--- config.mk ---
export PLATFORM = sky130hd
export DESIGN_NAME = filtered_io_conditioning
export DESIGN_NICKNAME = d
export VERILOG_FILES = /design/src/hw/io_cond_pkg.sv /design/src/hw/debounce_filter.sv /design/src/hw/filtered_io_conditioning.sv
export SDC_FILE = /design/constraint.sdc
export NUM_CORES = 1
export LEC_CHECK = 0
export ABC_CLOCK_PERIOD_IN_PS = 7130
export CAP_MARGIN = 15
export CORE_MARGIN = 1
export CORE_UTILIZATION = 35
export CTS_CLUSTER_DIAMETER = 150
export DETAILED_ROUTE_END_ITERATION = 8
export DONT_BUFFER_PORTS = 1
export GPL_TIMING_DRIVEN = 0
export PLACE_DENSITY = 0.48
export SYNTH_ARGS = -nofsm -noshare
export SYNTH_HDL_FRONTEND = slang
export SYNTH_SLANG_ARGS = --single-unit
--- constraint.sdc ---
create_clock -name clk -period 7.13 [get_ports clk]
set_input_delay 1.0695 -clock clk [delete_from_list [all_inputs] [get_ports clk]]
set_output_delay 1.0695 -clock clk [all_outputs]
set_load 0.1 [all_outputs]
--- src/hw/io_cond_pkg.sv ---
// Shared constants, types and register map for the filtered I/O block.
// Assumes a single 100 MHz clock and a Wishbone classic register bus.
package io_cond_pkg;

    // ********************************
    // Clock and timing
    // ********************************
    localparam int CLK_FREQ_HZ    = 100_000_000;
    localparam int TICK_TIME_US   = 1000;                              // Filter sample period
    localparam int TICK_CYCLES    = CLK_FREQ_HZ / 1_000_000 * TICK_TIME_US;
    localparam int TICK_CNT_W     = 17;                                // Holds TICK_CYCLES - 1

    // ********************************
    // Filter length in ticks
    // ********************************
    localparam int         FILT_LEN_W   = 6;
    localparam logic [5:0] FILT_MIN_LEN = 6'h01;                       // 1 ms, no bypass
    localparam logic [5:0] FILT_MAX_LEN = 6'h32;                       // 50 ms
    localparam logic [5:0] FILT_LEN_RST = 6'h01;

    // ********************************
    // Register map (byte addresses)
    // ********************************
    localparam int         ADDR_W         = 5;
    localparam logic [4:0] REG_CTRL_OFS   = 5'h00;
    localparam logic [4:0] REG_INCFG_OFS  = 5'h04;
    localparam logic [4:0] REG_OUTCFG_OFS = 5'h08;
    localparam logic [4:0] REG_OUTCMD_OFS = 5'h0c;
    localparam logic [4:0] REG_STATUS_OFS = 5'h10;

    // Field positions
    localparam int CTRL_EN_BIT     = 0;
    localparam int INCFG_LEN_LSB   = 0;
    localparam int INCFG_LOW_BIT   = 8;
    localparam int OUTCFG_POL_LSB  = 8;
    localparam int STATUS_OUT_LSB  = 4;
    localparam int STATUS_ALM_BIT  = 8;

    // Decoded register select
    typedef enum logic [2:0] {
        SEL_NONE   = 3'b000,
        SEL_CTRL   = 3'b001,
        SEL_INCFG  = 3'b010,
        SEL_OUTCFG = 3'b011,
        SEL_OUTCMD = 3'b100,
        SEL_STATUS = 3'b101
    } reg_sel_type;

    // Output function choices for the three general outputs
    typedef enum logic [1:0] {
        FUNC_USER  = 2'b00,
        FUNC_READY = 2'b01,
        FUNC_INPUT = 2'b10,
        FUNC_ALARM = 2'b11
    } out_func_type;

    // Per-input filter state
    typedef struct packed {
        logic                  level;
        logic [FILT_LEN_W-1:0] count;
    } filt_state_type;

    // Whole state of the top module
    typedef struct packed {
        logic                  ack;
        logic [31:0]           rdata;
        logic                  enable;
        logic                  in_low;
        logic [FILT_LEN_W-1:0] filt_len;
        logic [2:0][1:0]       func;
        logic [2:0]            pol;
        logic [2:0]            user_cond;
        logic [TICK_CNT_W-1:0] tick_cnt;
        logic                  tick;
        logic [3:0]            in_asserted;
        logic [3:0]            out_on;
        logic [3:0]            pin_level;
    } top_state_type;

endpackage

--- src/hw/debounce_filter.sv ---
// One input debounce filter sampled on the millisecond tick.
// Assumes the raw input is synchronous to clk and len stays within 1..50.
`timescale 1ns/1ps
module debounce_filter
    import io_cond_pkg::*;
(
    // Clock, reset, enable
    input  wire logic                  clk,
    input  wire logic                  rst,
    input  wire logic                  ce,
    // Sample strobe and length
    input  wire logic                  tick,
    input  wire logic [FILT_LEN_W-1:0] len,
    // Input and filtered level
    input  wire logic                  raw,
    output logic                       level
);

    filt_state_type st_reg;
    filt_state_type st_next;

    // ********************************
    // Next state
    // ********************************
    // A differing sample must repeat len ticks in a row to be taken
    always_comb begin
        st_next = st_reg;
        if (tick) begin
            if (raw == st_reg.level) begin
                st_next.count = '0;
            end else if (st_reg.count + FILT_LEN_W'(1) >= len) begin
                st_next.level = raw;
                st_next.count = '0;
            end else begin
                st_next.count = st_reg.count + FILT_LEN_W'(1);
            end
        end
    end

    // Register, frozen while ce is low
    always_ff @(posedge clk or posedge rst) begin
        if (rst) begin
            st_reg <= '0;
        end else if (ce) begin
            st_reg <= st_next;
        end
    end

    assign level = st_reg.level;

    // ********************************
    // Checks
    // ********************************
    a_change_on_tick: assert property (@(posedge clk) disable iff (rst)
        (st_reg.level != $past(st_reg.level)) |-> $past(tick && ce))
        else $error("Filtered level moved without a tick");

    a_held_full_len: assert property (@(posedge clk) disable iff (rst)
        (st_reg.level != $past(st_reg.level)) |-> ($past(st_reg.count) + FILT_LEN_W'(1) >= $past(len)))
        else $error("Filtered level moved before the full filter time");

endmodule

--- src/hw/filtered_io_conditioning.sv ---
// Input filtering and open-collector output control with a Wishbone slave.
// Assumes pins are synchronous to clk and a motor alarm level from the core.
`timescale 1ns/1ps
module filtered_io_conditioning
    import io_cond_pkg::*;
#(
    parameter int TICK_CYCLES_P = TICK_CYCLES
)
(
    // Clock, reset, enable
    input  wire logic              clk,
    input  wire logic              rst,
    input  wire logic              ce,
    // Wishbone classic slave
    input  wire logic              wb_cyc,
    input  wire logic              wb_stb,
    input  wire logic              wb_we,
    input  wire logic [ADDR_W-1:0] wb_adr,
    input  wire logic [3:0]        wb_sel,
    input  wire logic [31:0]       wb_dat_w,
    output logic [31:0]            wb_dat_r,
    output logic                   wb_ack,
    // General inputs and alarm condition
    input  wire logic              general_input_a,
    input  wire logic              general_input_b,
    input  wire logic              general_input_c,
    input  wire logic              general_input_d,
    input  wire logic              alarm_active,
    // Open-collector outputs
    output logic                   general_output_a_out,
    output logic                   general_output_a_oe,
    output logic                   general_output_b_out,
    output logic                   general_output_b_oe,
    output logic                   general_output_c_out,
    output logic                   general_output_c_oe,
    output logic                   alarm_output_line_out,
    output logic                   alarm_output_line_oe
);

    // ********************************
    // Helper functions
    // ********************************
    // Address decode shared by the read and write paths
    function automatic reg_sel_type decode(input logic [ADDR_W-1:0] adr);
        case (adr)
            REG_CTRL_OFS:   decode = SEL_CTRL;
            REG_INCFG_OFS:  decode = SEL_INCFG;
            REG_OUTCFG_OFS: decode = SEL_OUTCFG;
            REG_OUTCMD_OFS: decode = SEL_OUTCMD;
            REG_STATUS_OFS: decode = SEL_STATUS;
            default:        decode = SEL_NONE;
        endcase
    endfunction

    // Out-of-range lengths are pulled back into 1..50
    function automatic logic [FILT_LEN_W-1:0] clamp_len(input logic [FILT_LEN_W-1:0] v);
        if (v < FILT_MIN_LEN) begin
            clamp_len = FILT_MIN_LEN;
        end else if (v > FILT_MAX_LEN) begin
            clamp_len = FILT_MAX_LEN;
        end else begin
            clamp_len = v;
        end
    endfunction

    top_state_type st_reg;
    top_state_type st_next;
    logic [3:0]    raw_in;
    logic [3:0]    stable;
    logic          req_hit;
    logic          wr_hit;
    reg_sel_type   sel;

    assign raw_in  = {general_input_d, general_input_c, general_input_b, general_input_a};
    assign req_hit = wb_cyc && wb_stb && !st_reg.ack;
    assign wr_hit  = req_hit && wb_we;
    assign sel     = decode(wb_adr);

    // ********************************
    // Input filters
    // ********************************
    // One filter per input, all sharing the tick and the length
    genvar gi;
    generate
        for (gi = 0; gi < 4; gi++) begin : g_filt
            debounce_filter u_filt (
                .clk   (clk),
                .rst   (rst),
                .ce    (ce),
                .tick  (st_reg.tick),
                .len   (st_reg.filt_len),
                .raw   (raw_in[gi]),
                .level (stable[gi])
            );
        end
    endgenerate

    // ********************************
    // Next state
    // ********************************
    always_comb begin
        logic       cond;
        logic       pol_eff;
        st_next = st_reg;
        cond    = 1'b0;
        pol_eff = 1'b0;

        // Millisecond tick, a single-cycle pulse
        if (st_reg.tick_cnt == TICK_CNT_W'(TICK_CYCLES_P - 1)) begin
            st_next.tick_cnt = '0;
            st_next.tick     = 1'b1;
        end else begin
            st_next.tick_cnt = st_reg.tick_cnt + TICK_CNT_W'(1);
            st_next.tick     = 1'b0;
        end

        // Bus answer one cycle after the request, dropped the cycle after
        st_next.ack = req_hit;

        // Register writes; unmapped writes are acknowledged and dropped
        if (wr_hit) begin
            case (sel)
                SEL_CTRL: begin
                    if (wb_sel[0]) begin
                        st_next.enable = wb_dat_w[CTRL_EN_BIT];
                    end
                end
                SEL_INCFG: begin
                    if (wb_sel[0]) begin
                        st_next.filt_len = clamp_len(wb_dat_w[INCFG_LEN_LSB +: FILT_LEN_W]);
                    end
                    if (wb_sel[1]) begin
                        st_next.in_low = wb_dat_w[INCFG_LOW_BIT];
                    end
                end
                SEL_OUTCFG: begin
                    if (wb_sel[0]) begin
                        st_next.func = wb_dat_w[5:0];
                    end
                    if (wb_sel[1]) begin
                        st_next.pol = wb_dat_w[OUTCFG_POL_LSB +: 3];
                    end
                end
                SEL_OUTCMD: begin
                    if (wb_sel[0]) begin
                        st_next.user_cond = wb_dat_w[2:0];
                    end
                end
                default: begin
                end
            endcase
        end

        // Read data, unmapped and reserved bits read as zero
        if (req_hit && !wb_we) begin
            case (sel)
                SEL_CTRL:   st_next.rdata = 32'(st_reg.enable);
                SEL_INCFG:  st_next.rdata = {23'h0, st_reg.in_low, 2'h0, st_reg.filt_len};
                SEL_OUTCFG: st_next.rdata = {21'h0, st_reg.pol, 2'h0, st_reg.func};
                SEL_OUTCMD: st_next.rdata = {29'h0, st_reg.user_cond};
                SEL_STATUS: st_next.rdata = {23'h0, alarm_active, st_reg.out_on, st_reg.in_asserted};
                default:    st_next.rdata = 32'h0;
            endcase
        end else begin
            st_next.rdata = 32'h0;
        end

        // Filtered inputs with polarity, quiet until enabled
        if (st_reg.enable) begin
            st_next.in_asserted = stable ^ {4{st_reg.in_low}};
        end else begin
            st_next.in_asserted = 4'h0;
        end

        // General outputs; polarity only counts in user-defined mode
        for (int i = 0; i < 3; i++) begin
            case (out_func_type'(st_reg.func[i]))
                FUNC_USER:  cond = st_reg.user_cond[i];
                FUNC_READY: cond = 1'b1;
                FUNC_INPUT: cond = st_reg.in_asserted[i];
                FUNC_ALARM: cond = alarm_active;
                default:    cond = 1'b0;
            endcase
            pol_eff = (st_reg.func[i] == FUNC_USER) && st_reg.pol[i];
            st_next.out_on[i] = st_reg.enable && (cond ^ pol_eff);
        end

        // Alarm line fixed active low: conducts while no alarm
        st_next.out_on[3] = st_reg.enable && !alarm_active;

        // Open-collector pins only ever pull low
        // Never driving high means a shorted line cannot fight the pull-up
        st_next.pin_level = 4'h0;
    end

    // ********************************
    // State register
    // ********************************
    // Everything freezes while ce is low, bus answers included
    always_ff @(posedge clk or posedge rst) begin
        if (rst) begin
            st_reg          <= '0;
            st_reg.filt_len <= FILT_LEN_RST;
        end else if (ce) begin
            st_reg <= st_next;
        end
    end

    // ********************************
    // Outputs, straight from the state register
    // ********************************
    assign wb_dat_r              = st_reg.rdata;
    assign wb_ack                = st_reg.ack;
    assign general_output_a_out  = st_reg.pin_level[0];
    assign general_output_a_oe   = st_reg.out_on[0];
    assign general_output_b_out  = st_reg.pin_level[1];
    assign general_output_b_oe   = st_reg.out_on[1];
    assign general_output_c_out  = st_reg.pin_level[2];
    assign general_output_c_oe   = st_reg.out_on[2];
    assign alarm_output_line_out = st_reg.pin_level[3];
    assign alarm_output_line_oe  = st_reg.out_on[3];

    // ********************************
    // Checks
    // ********************************
    a_len_in_range: assert property (@(posedge clk) disable iff (rst)
        (st_reg.filt_len >= FILT_MIN_LEN) && (st_reg.filt_len <= FILT_MAX_LEN))
        else $error("Filter length outside 1 to 50");

    a_len_floor: assert property (@(posedge clk) disable iff (rst)
        ce && wr_hit && (sel == SEL_INCFG) && wb_sel[0] && (wb_dat_w[5:0] == 6'h00)
        |=> (st_reg.filt_len == FILT_MIN_LEN))
        else $error("Zero filter length was not raised to one");

    a_in_polarity: assert property (@(posedge clk) disable iff (rst)
        ce && st_reg.enable
        |=> (st_reg.in_asserted == ($past(stable) ^ {4{$past(st_reg.in_low)}})))
        else $error("Input polarity not applied");

    a_quiet_idle: assert property (@(posedge clk) disable iff (rst)
        ce && !st_reg.enable |=> (st_reg.in_asserted == 4'h0) && (st_reg.out_on == 4'h0))
        else $error("Activity before configuration applied");

    a_alarm_low_on: assert property (@(posedge clk) disable iff (rst)
        ce && st_reg.enable && !alarm_active |=> alarm_output_line_oe)
        else $error("Alarm line not conducting without alarm");

    a_alarm_low_off: assert property (@(posedge clk) disable iff (rst)
        ce && alarm_active |=> !alarm_output_line_oe)
        else $error("Alarm line conducting during alarm");

    a_fixed_pol: assert property (@(posedge clk) disable iff (rst)
        ce && st_reg.enable && (st_reg.func[0] == FUNC_READY) |=> general_output_a_oe)
        else $error("Polarity applied outside user-defined mode");

    a_user_low: assert property (@(posedge clk) disable iff (rst)
        ce && st_reg.enable && (st_reg.func[1] == FUNC_USER) && st_reg.pol[1] && !st_reg.user_cond[1]
        |=> general_output_b_oe ##0 (general_output_b_out == 1'b0))
        else $error("Active-low user output not conducting on false");

    a_tick_pulse: assert property (@(posedge clk) disable iff (rst)
        ce && st_reg.tick |=> !st_reg.tick)
        else $error("Tick longer than one cycle");

    a_ack_single: assert property (@(posedge clk) disable iff (rst)
        ce && wb_ack |=> !wb_ack)
        else $error("Ack held for more than one cycle");

    // Bus answer, length ceiling, user-defined polarity and the fixed-polarity input and alarm output functions
    a_ack_answer: assert property (@(posedge clk) disable iff (rst)
        ce && req_hit |=> wb_ack)
        else $error("Bus request not answered in one cycle");

    a_len_ceiling: assert property (@(posedge clk) disable iff (rst)
        ce && wr_hit && (sel == SEL_INCFG) && wb_sel[0] && (wb_dat_w[5:0] > FILT_MAX_LEN)
        |=> (st_reg.filt_len == FILT_MAX_LEN))
        else $error("Long filter length was not cut to fifty");

    a_user_pol: assert property (@(posedge clk) disable iff (rst)
        ce && st_reg.enable && (st_reg.func[2] == FUNC_USER)
        |=> (general_output_c_oe == ($past(st_reg.user_cond[2]) ^ $past(st_reg.pol[2]))))
        else $error("User output ignores its polarity");

    a_input_nopol: assert property (@(posedge clk) disable iff (rst)
        ce && st_reg.enable && (st_reg.func[1] == FUNC_INPUT)
        |=> (general_output_b_oe == $past(st_reg.in_asserted[1])))
        else $error("Input echo output took a polarity");

    a_alarm_copy: assert property (@(posedge clk) disable iff (rst)
        ce && st_reg.enable && (st_reg.func[2] == FUNC_ALARM)
        |=> (general_output_c_oe == $past(alarm_active)))
        else $error("Alarm copy output took a polarity");

endmodule

# After elaboration in Yosys (flattened, before gate mapping)
# Cells that the tools add are included.
# word_totals
ff_bits,107
output_inout_bits,41
input_bits,52
word_cells,111
# classes
add_sub_neg,5
mux,18
n_eq_ne,23
n_lt_le_gt_ge,6
reduce_logical,29
n_bitwise,8
# ops
cell,count
$mux W6,10
$pmux W11 S5,1
$reduce_and A4 Y1,10
$mux W32,1
$add A6 B1 Y6 const B,4
$ge A6 B6 Y1,4
$mux W18,1
$add A17 B1 Y17 const B,1
$eq A17 B17 Y1 const B,1
$pmux W3 S5,1
$eq A2 B2 Y1 const B,6
$pmux W1 S4,3
$logic_and A1 B1 Y1,11
$eq A5 B4 Y1 const B,2
$eq A2 B1 Y1 const B,3
$eq A3 B2 Y1 const B,2
$eq A3 B3 Y1 const B,2
$gt A6 B6 Y1 const B,1
$logic_not A2 Y1,3
$lt A6 B1 Y1 const B,1
$eq A5 B3 Y1 const B,1
$eq A5 B5 Y1 const B,1
$logic_not A5 Y1,1
$eq A1 B1 Y1,4
7 further kinds,14

# Logic depth before layout (Yosys ltp)
# Gate-level depths: netlist (run 1).
# logic_depth
depth_word,5
mapped_depth,10
mapped_depth_nobuf,10

# Modules after synthesis
# From an unflattened synthesis (run 1), not the netlist that was laid out.
# hier_totals
hier_cells,502
hier_area_um2,5122.4
# by_module_without_submodules
mod,n_inst,area_per_inst_um2,seq_area_each_um2,cells_per_inst
filtered_io_conditioning,1,3050.4,1452.6,274
debounce_filter,4,518.0,175.2,57

# Worst setup path after synthesis (run 1)
# Ideal clock, no wire load.
# synth_timing
path_kind,input to register
from,in wb_adr[1]
to,reg st_reg[42] (netlist name)
setup_slack_ns,4.814
t_arrival_ns,2.233
setup_time_ns,0.082
cell_stages,4
n_path_buf,0
t_required_ns,7.048
path_cell_list,or3_4 > nor3b_4 > and2b_2 > mux2_2
# synth_between
elab_chain_len,4
word_cells_on_any_way,8
cone_classes,5 x eq/ne; 1 x mux; 2 x reduce/logical
# synth_rtl
element,line_no,rtl
start: declaration,filtered_io_conditioning.sv:18,"input wire logic [ADDR_W-1:0] wb_adr,"
$eq A5 B5 Y1 (tied with other cells),filtered_io_conditioning.sv:45,case (adr)
$pmux W3 S5 (*),filtered_io_conditioning.sv:45,
$eq A3 B2 Y1 (*),filtered_io_conditioning.sv:122,case (sel)
$reduce_and A4 Y1 (no line) (*),--,
end signal: assignment,filtered_io_conditioning.sv:205,st_reg <= st_next;
end: declaration,filtered_io_conditioning.sv:66,top_state_type st_reg;
# Mark *: on every way between the ends. The rest lies on a longest branch, timed or not.
# A chain may end at the register's enable or synchronous reset.

# Worst setup path in the final report (run 1)
# layout_timing
from,reg g_filt[3].u_filt.st_reg[0] (netlist name)
to,reg g_filt[3].u_filt.st_reg[4] (netlist name)
# layout_between
elab_chain_len,4
# layout_rtl
element,line_no,rtl
start: declaration,debounce_filter.sv:19,filt_state_type st_reg;
start signal: assignment,debounce_filter.sv:45,st_reg <= st_next;
$add A6 B1 Y6 (*),"debounce_filter.sv:31, debounce_filter.sv:35",
$ge A6 B6 Y1,debounce_filter.sv:31,end else if (st_reg.count + FILT_LEN_W'(1) >= len) begin
$mux W6 (*),debounce_filter.sv:31,
$mux W6 (*),debounce_filter.sv:29,if (raw == st_reg.level) begin
# Marked as above.

==> impl_metrics.toml, run 1 <==
[run_status]
status = "finished clean"

[cts]
clockBufferDepth = 2
insertion_delay_ps = 340
hold_buffers = 0
cts_setup_buffers = 0
cts_root_buf = "clkbuf_16"
clk_pin_slew_ps = 60
cts_tree = "done"
cts_resized = 0
cts_num_sinks = 86
cts_buffers = 9
cts_max_level = 3

[min_path]
min_to = "wb_dat_r[8]"
min_path_cells = 1
min_from = "wb_dat_r[8]"
min_path_type = "reg2reg"

[placement]
place_ws_ps = 4570
port_buffers = 0
dp.cells = 689
gp_routability_congestion = 0.770
dp_hpwl_mm = 7.91

[route]
routed_wl_mm = 10.6
drc = 0
drt_iter0_markers = 178
drtPass1Iterations = 5
drt-wirelength-per-cell_um = 15.1
vias_per_cell = 4.96
ant_nets = 0
vias = 3494

[floorplanning]
die_x_um = 120
num_rows = 42
initial_utilization_pct = 36.5
ios = 93
fp.dieH_um = 120
die_area_um2 = 14500
coreArea_um2 = 13500

[critical_path]
end_kind = "flop"
cp-start-kind = "flop"
worstRegToRegCells = 10
r2r_slack_ps = 4560
critPathArrivalTime_ps = 2820
critPathRequiredTime_ps = 7380
r2r-start = "g_filt[3].u_filt.st_reg[0]"
critPathKind = "reg2reg"
r2r-end = "g_filt[3].u_filt.st_reg[4]"
crit_path_max_fanout = 6

[timing]
rsz0062_at_grt = "false"
totalNegativeSetupSlack_ps = 0
drv_slew = 0
worst_pin_slew_ps = 964
slew-limit-headroom_pct = 35.7
worst_slack_ps = 4560
fin_crit_sh_pct = 36.0
finalHoldViolCount = 0
layout_min_cycle_time_ps = 2570
setup_viol = 0
whs_ps = 480
fmax_mhz = 390
fin_skew_ps = 6.58

[final_layout]
largest_register_ffs = 42
syn_to_final_growth_pct = 13.1
insertedDiodeCount = 0
final_cells = 705
finish.net_count = 605
drive_gt1_share_pct = 16.8

[synth]
ys.flop_type = "dfrtp_1"
netlist_area_um2 = 4910
ys_ff_latch = 86
synth_cell_type_count = 49
ys_seq_area_share_pct = 43.9
syn_inst = 488
yosys_warnings = 0
syn_avg_cell_area_um2 = 10.1
async_flop_share_pct = 100
synth-edff-count = 0

[power]
peakVddDrop_mv = 0.117
power_density_nw_per_um2 = 210
leakage_nw = 2.76

[grt]
antenna_found_initial = 0
grt_pass1_vias = 3352
grt_usage_pct = 15.7
grt_max_degree = 50
grt_first_pass_wirelength_mm = 17.7
overflow = 0

[job]
drv_cap = 0
stage by stage:
stage                     cell area (µm²)  utilization, %  power [mW]
after floorplan                      5000               -       0.678
after global placement               5220            38.8       0.696
after detailed placement             5250            39.0       0.703
after CTS                            5550            41.3        1.19
after global routing                 5550            41.3        1.22
final                                5550            41.3        1.17
area by class of cell:
type,count,area [µm²]
Tap cell,176,220
Clock inverter,5,58.8
Multi-Input combinational cell,356,2430
Sequential cell,86,2150
Clock buffer,11,243
Buffer,46,324
Timing Repair Buffer,1,27.5
Inverter,24,92.6
Fill cell,1340,7900
how the worst max path moves through the flow:
stage / startpoint / to / slack [ps] / cells past startpoint
global placement: rst / g_filt[0].u_filt.st_reg[0] / 2770 / 1
CTS: g_filt[3].u_filt.st_reg[0] / g_filt[3].u_filt.st_reg[4] / 4550 / 10
global route: g_filt[0].u_filt.st_reg[0] / g_filt[0].u_filt.st_reg[5] / 4340 / 10
detailed placement: g_filt[3].u_filt.st_reg[0] / g_filt[3].u_filt.st_reg[4] / 4570 / 10
finish: g_filt[3].u_filt.st_reg[0] / g_filt[3].u_filt.st_reg[4] / 4560 / 10
floorplan: rst / alarm_output_line_oe / 3840 / 1
routing by layer:
layer / track usage [%] / part of all wire, % / up-vias
met5: 0 / 0 / -
li1: - / - / 1727
met3: 3.82 / 4.8 / 10
met1: 21.3 / 48 / 1685
met2: 24.7 / 46 / 72
met4: 4.40 / 1.2 / 0
cells in the mapped netlist (all sizes together), types with 2 or more instances:
master | instances | area share (%)
o2bb2ai | 7 | 1.2
o21ai | 40 | 4.1
ha | 29 | 7.4
a21o | 14 | 2.1
nor2 | 23 | 1.8
a22oi | 2 | 0.31
nand2b | 5 | 0.64
buf | 39 | 6.1
nand3b | 2 | 0.31
xnor2 | 27 | 4.8
nand4 | 7 | 1.0
a31oi | 5 | 0.64
a22o | 4 | 0.71
nor4 | 2 | 0.25
or3 | 6 | 0.97
a222oi | 4 | 0.82
nand3 | 25 | 2.5
dfrtp | 85 | 43
a221o | 2 | 0.41
and2 | 3 | 0.38
or2 | 2 | 0.25
clkbuf | 7 | 0.54
nor2b | 7 | 0.89
nor3 | 10 | 1.2
and3 | 3 | 0.38
inv | 24 | 1.8
a21oi | 9 | 0.99
nand2 | 47 | 3.6
mux2 | 20 | 4.6
xor2 | 15 | 2.7
mux2i | 2 | 0.41
a32o | 2 | 0.41
kinds of logic (layout without fill, tap and decap cells):
family,Yosys count,count (layout),share of synthesized area [%]
and+or+nand+nor,146,146,15.2
DFF,86,86,43.9
buffers and inverters,70,87,8.44
adders and majority gates,29,29,7.39
xor gates and xnor gates,42,42,7.49
muxes,23,23,5.45
other,1,25,0.0764
AOI/OAI and AO/OA,91,91,12.1
critical path: stages, from the launching register on:
cell and delay [ps]:
dfrtp_1 430, ha_1 250, nand3_1 110, xor2_1 200, inv_1 70, ha_1 290
a21o_1 190, a21oi_1 130, o21ai_0 130, or3_1 490, o21ai_0 210
placed cells by master, fill, tap and decap left out, types with 4 or more instances in the layout:
| cell type | synthesis | final |
|---|---|---|
| nand2_1 | 47 | 47 |
| o2bb2ai_1 | 7 | 7 |
| o21ai_0 | 40 | 40 |
| buf_4 | 36 | 36 |
| a22o_1 | 4 | 4 |
| nand4_1 | 6 | 6 |
| or3_1 | 4 | 4 |
| a31oi_1 | 5 | 5 |
| a21o_1 | 14 | 14 |
| nor3_1 | 8 | 8 |
| dfrtp_1 | 85 | 85 |
| ha_1 | 29 | 29 |
| conb_1 | 1 | 25 |
| nor2b_1 | 7 | 7 |
| nand2b_1 | 5 | 5 |
| nor2_1 | 22 | 22 |
| mux2_2 | 20 | 20 |
| a222oi_1 | 4 | 4 |
| clkbuf_16 | 0 | 9 |
| nand3_1 | 25 | 25 |
| xor2_1 | 15 | 15 |
| clkbuf_1 | 7 | 8 |
| inv_1 | 24 | 23 |
| xnor2_1 | 27 | 27 |
| a21oi_1 | 8 | 8 |
power by group:
part | switching [mW] | internal, mW | leakage, nW
Sequential | 0.0292 | 0.511 | 1.16
Combinational | 0.108 | 0.0451 | 1.45
Clock | 0.192 | 0.281 | 0.142
Power figures use the tool's default switching activity.
==> run 2, diff against run 1 <==
--- a/config.mk
+++ b/config.mk
@@ -5,7 +5,7 @@
 export SDC_FILE = /design/constraint.sdc
 export NUM_CORES = 1
 export LEC_CHECK = 0
-export ABC_CLOCK_PERIOD_IN_PS = 7130
+export ABC_CLOCK_PERIOD_IN_PS = 2500
 export CAP_MARGIN = 15
 export CORE_MARGIN = 1
 export CORE_UTILIZATION = 35
==> constraint.sdc (replaced) <==
create_clock -name clk -period 2.5 [get_ports clk]
set_input_delay 0.375 -clock clk [delete_from_list [all_inputs] [get_ports clk]]
set_output_delay 0.375 -clock clk [all_outputs]
set_load 0.1 [all_outputs]
==> impl_metrics.toml, run 2 (synthesized netlist as in run 1, its figures left out) <==
[run_status]
status = "finished clean"

[timing]
whs_ps = 125
drv_slew = 0
fin_skew_ps = 6.40
setup_viol = 0
slew-limit-headroom_pct = 35.3
fin_crit_sh_pct = 94.8
worst_slack_ps = 129
totalNegativeSetupSlack_ps = 0
finalHoldViolCount = 0
worst_pin_slew_ps = 971
fmax_mhz = 422
layout_min_cycle_time_ps = 2370

[final_layout]
utilization_pct = 42.0
final_cells = 711
syn_to_final_growth_pct = 15.0
stdcell_area_um2 = 5650
final_common_cell = "dfrtp_1"
insertedDiodeCount = 0
multi_input_area_um2 = 2470
finish.net_count = 611
seq_area_um2 = 2150
final_cell_mix = "84 x dfrtp_1, 47 x nand2_1, 40 x buf_4"
drive_gt1_share_pct = 19.3
fillers = 1362
largest_register_ffs = 42

[cts]
clockBufferDepth = 2
cts_tree = "done"
cts_max_level = 3
cts_root_buf = "clkbuf_16"
insertion_delay_ps = 340
clk_pin_slew_ps = 70
cts_num_sinks = 86
cts_buffers = 9

[floorplanning]
num_rows = 42
coreArea_um2 = 13500
fp.dieH_um = 120
ios = 93
die_area_um2 = 14500
die_x_um = 120
initial_utilization_pct = 36.5

[power]
leakage_nw = 2.79
peakVddDrop_mv = 0.305
total_power_mw = 3.33
power_density_nw_per_um2 = 590

[job]
drv_cap = 0

[route]
drt_iter0_markers = 177
drtPass1Iterations = 4
vias = 3475
routed_wl_mm = 10.6
drc = 0
ant_nets = 0
drt-wirelength-per-cell_um = 14.9
vias_per_cell = 4.89

[placement]
dp_hpwl_mm = 7.85
place_ws_ps = -58.9
gp_routability_congestion = 0.803
port_buffers = 0
dpl_cell_area_um2 = 5260
dp.cells = 690

[critical_path]
critPathArrivalTime_ps = 2590
end_kind = "flop"
critPathKind = "reg2reg"
critPathRequiredTime_ps = 2720
cp-start-kind = "flop"
crit_path_max_fanout = 6

[grt]
antenna_found_initial = 0
grt_max_degree = 40
grt_usage_pct = 15.6
overflow = 0
grt_use_met1_pct = 20.4
grt_first_pass_wirelength_mm = 17.4
met2_usage_pct = 24.9
grt_most_used_layer = "met2"
use_met3_pct = 4.15
grt_pass1_vias = 3331

[min_path]
min_path_type = "in2reg"
[run 2: report_power, final]
part           total (mW)  switching [mW]  internal, mW
Sequential           1.54          0.0841          1.46
Clock                1.35           0.571         0.777
Combinational       0.444           0.311         0.133
[run 2: final timing paths]
path	cells past startpoint	slack, ps	startpoint	to
max in group asynchronous	4	1210	rst	st_reg[21]
worst max-delay path	4	130	wb_ack	st_reg[40]
min in group asynchronous	2	520	rst	g_filt[0].u_filt.st_reg[5]
worst min register to register	1	490	wb_dat_r[8]	wb_dat_r[8]
worst max register to register	4	130	wb_ack	st_reg[40]
worst min-delay path	1	130	alarm_active	alarm_output_line_oe
[run 2: timing repair]
action / in CTS / in global routing
hold buffers: 1 / 0
pin swaps: 0 / 2
setup endpoints to repair: 12 / 18
hold endpoints to repair: 18 / 0
resized for setup: 3 / 21
buffers inserted: 0 / 4
[run 2: layout make-up]
class	count	share of cell area (%)
clock inverter	7	1.31
buffer	46	5.74
clock buffer	9	3.99
tap	176	3.90
timing repair buffer	7	1.42
sequential	86	38.2
inverter	24	1.66
multi-input combinational	356	43.8
[run 2: routing by layer]
metal | routed length (µm) | up-vias | part of all wire, %
met5 | 0 | - | 0
met4 | 171 | 0 | 1.6
met3 | 425 | 13 | 4.0
met2 | 4910 | 52 | 46
met1 | 5090 | 1682 | 48
li1 | - | 1728 | -
[run 2: worst max-delay path: stages, from the launching register on]
cell     delay [ps]
dfrtp_1         740
and4b_1         590
nand3_1         220
nor2_2          320
mux2_2          380
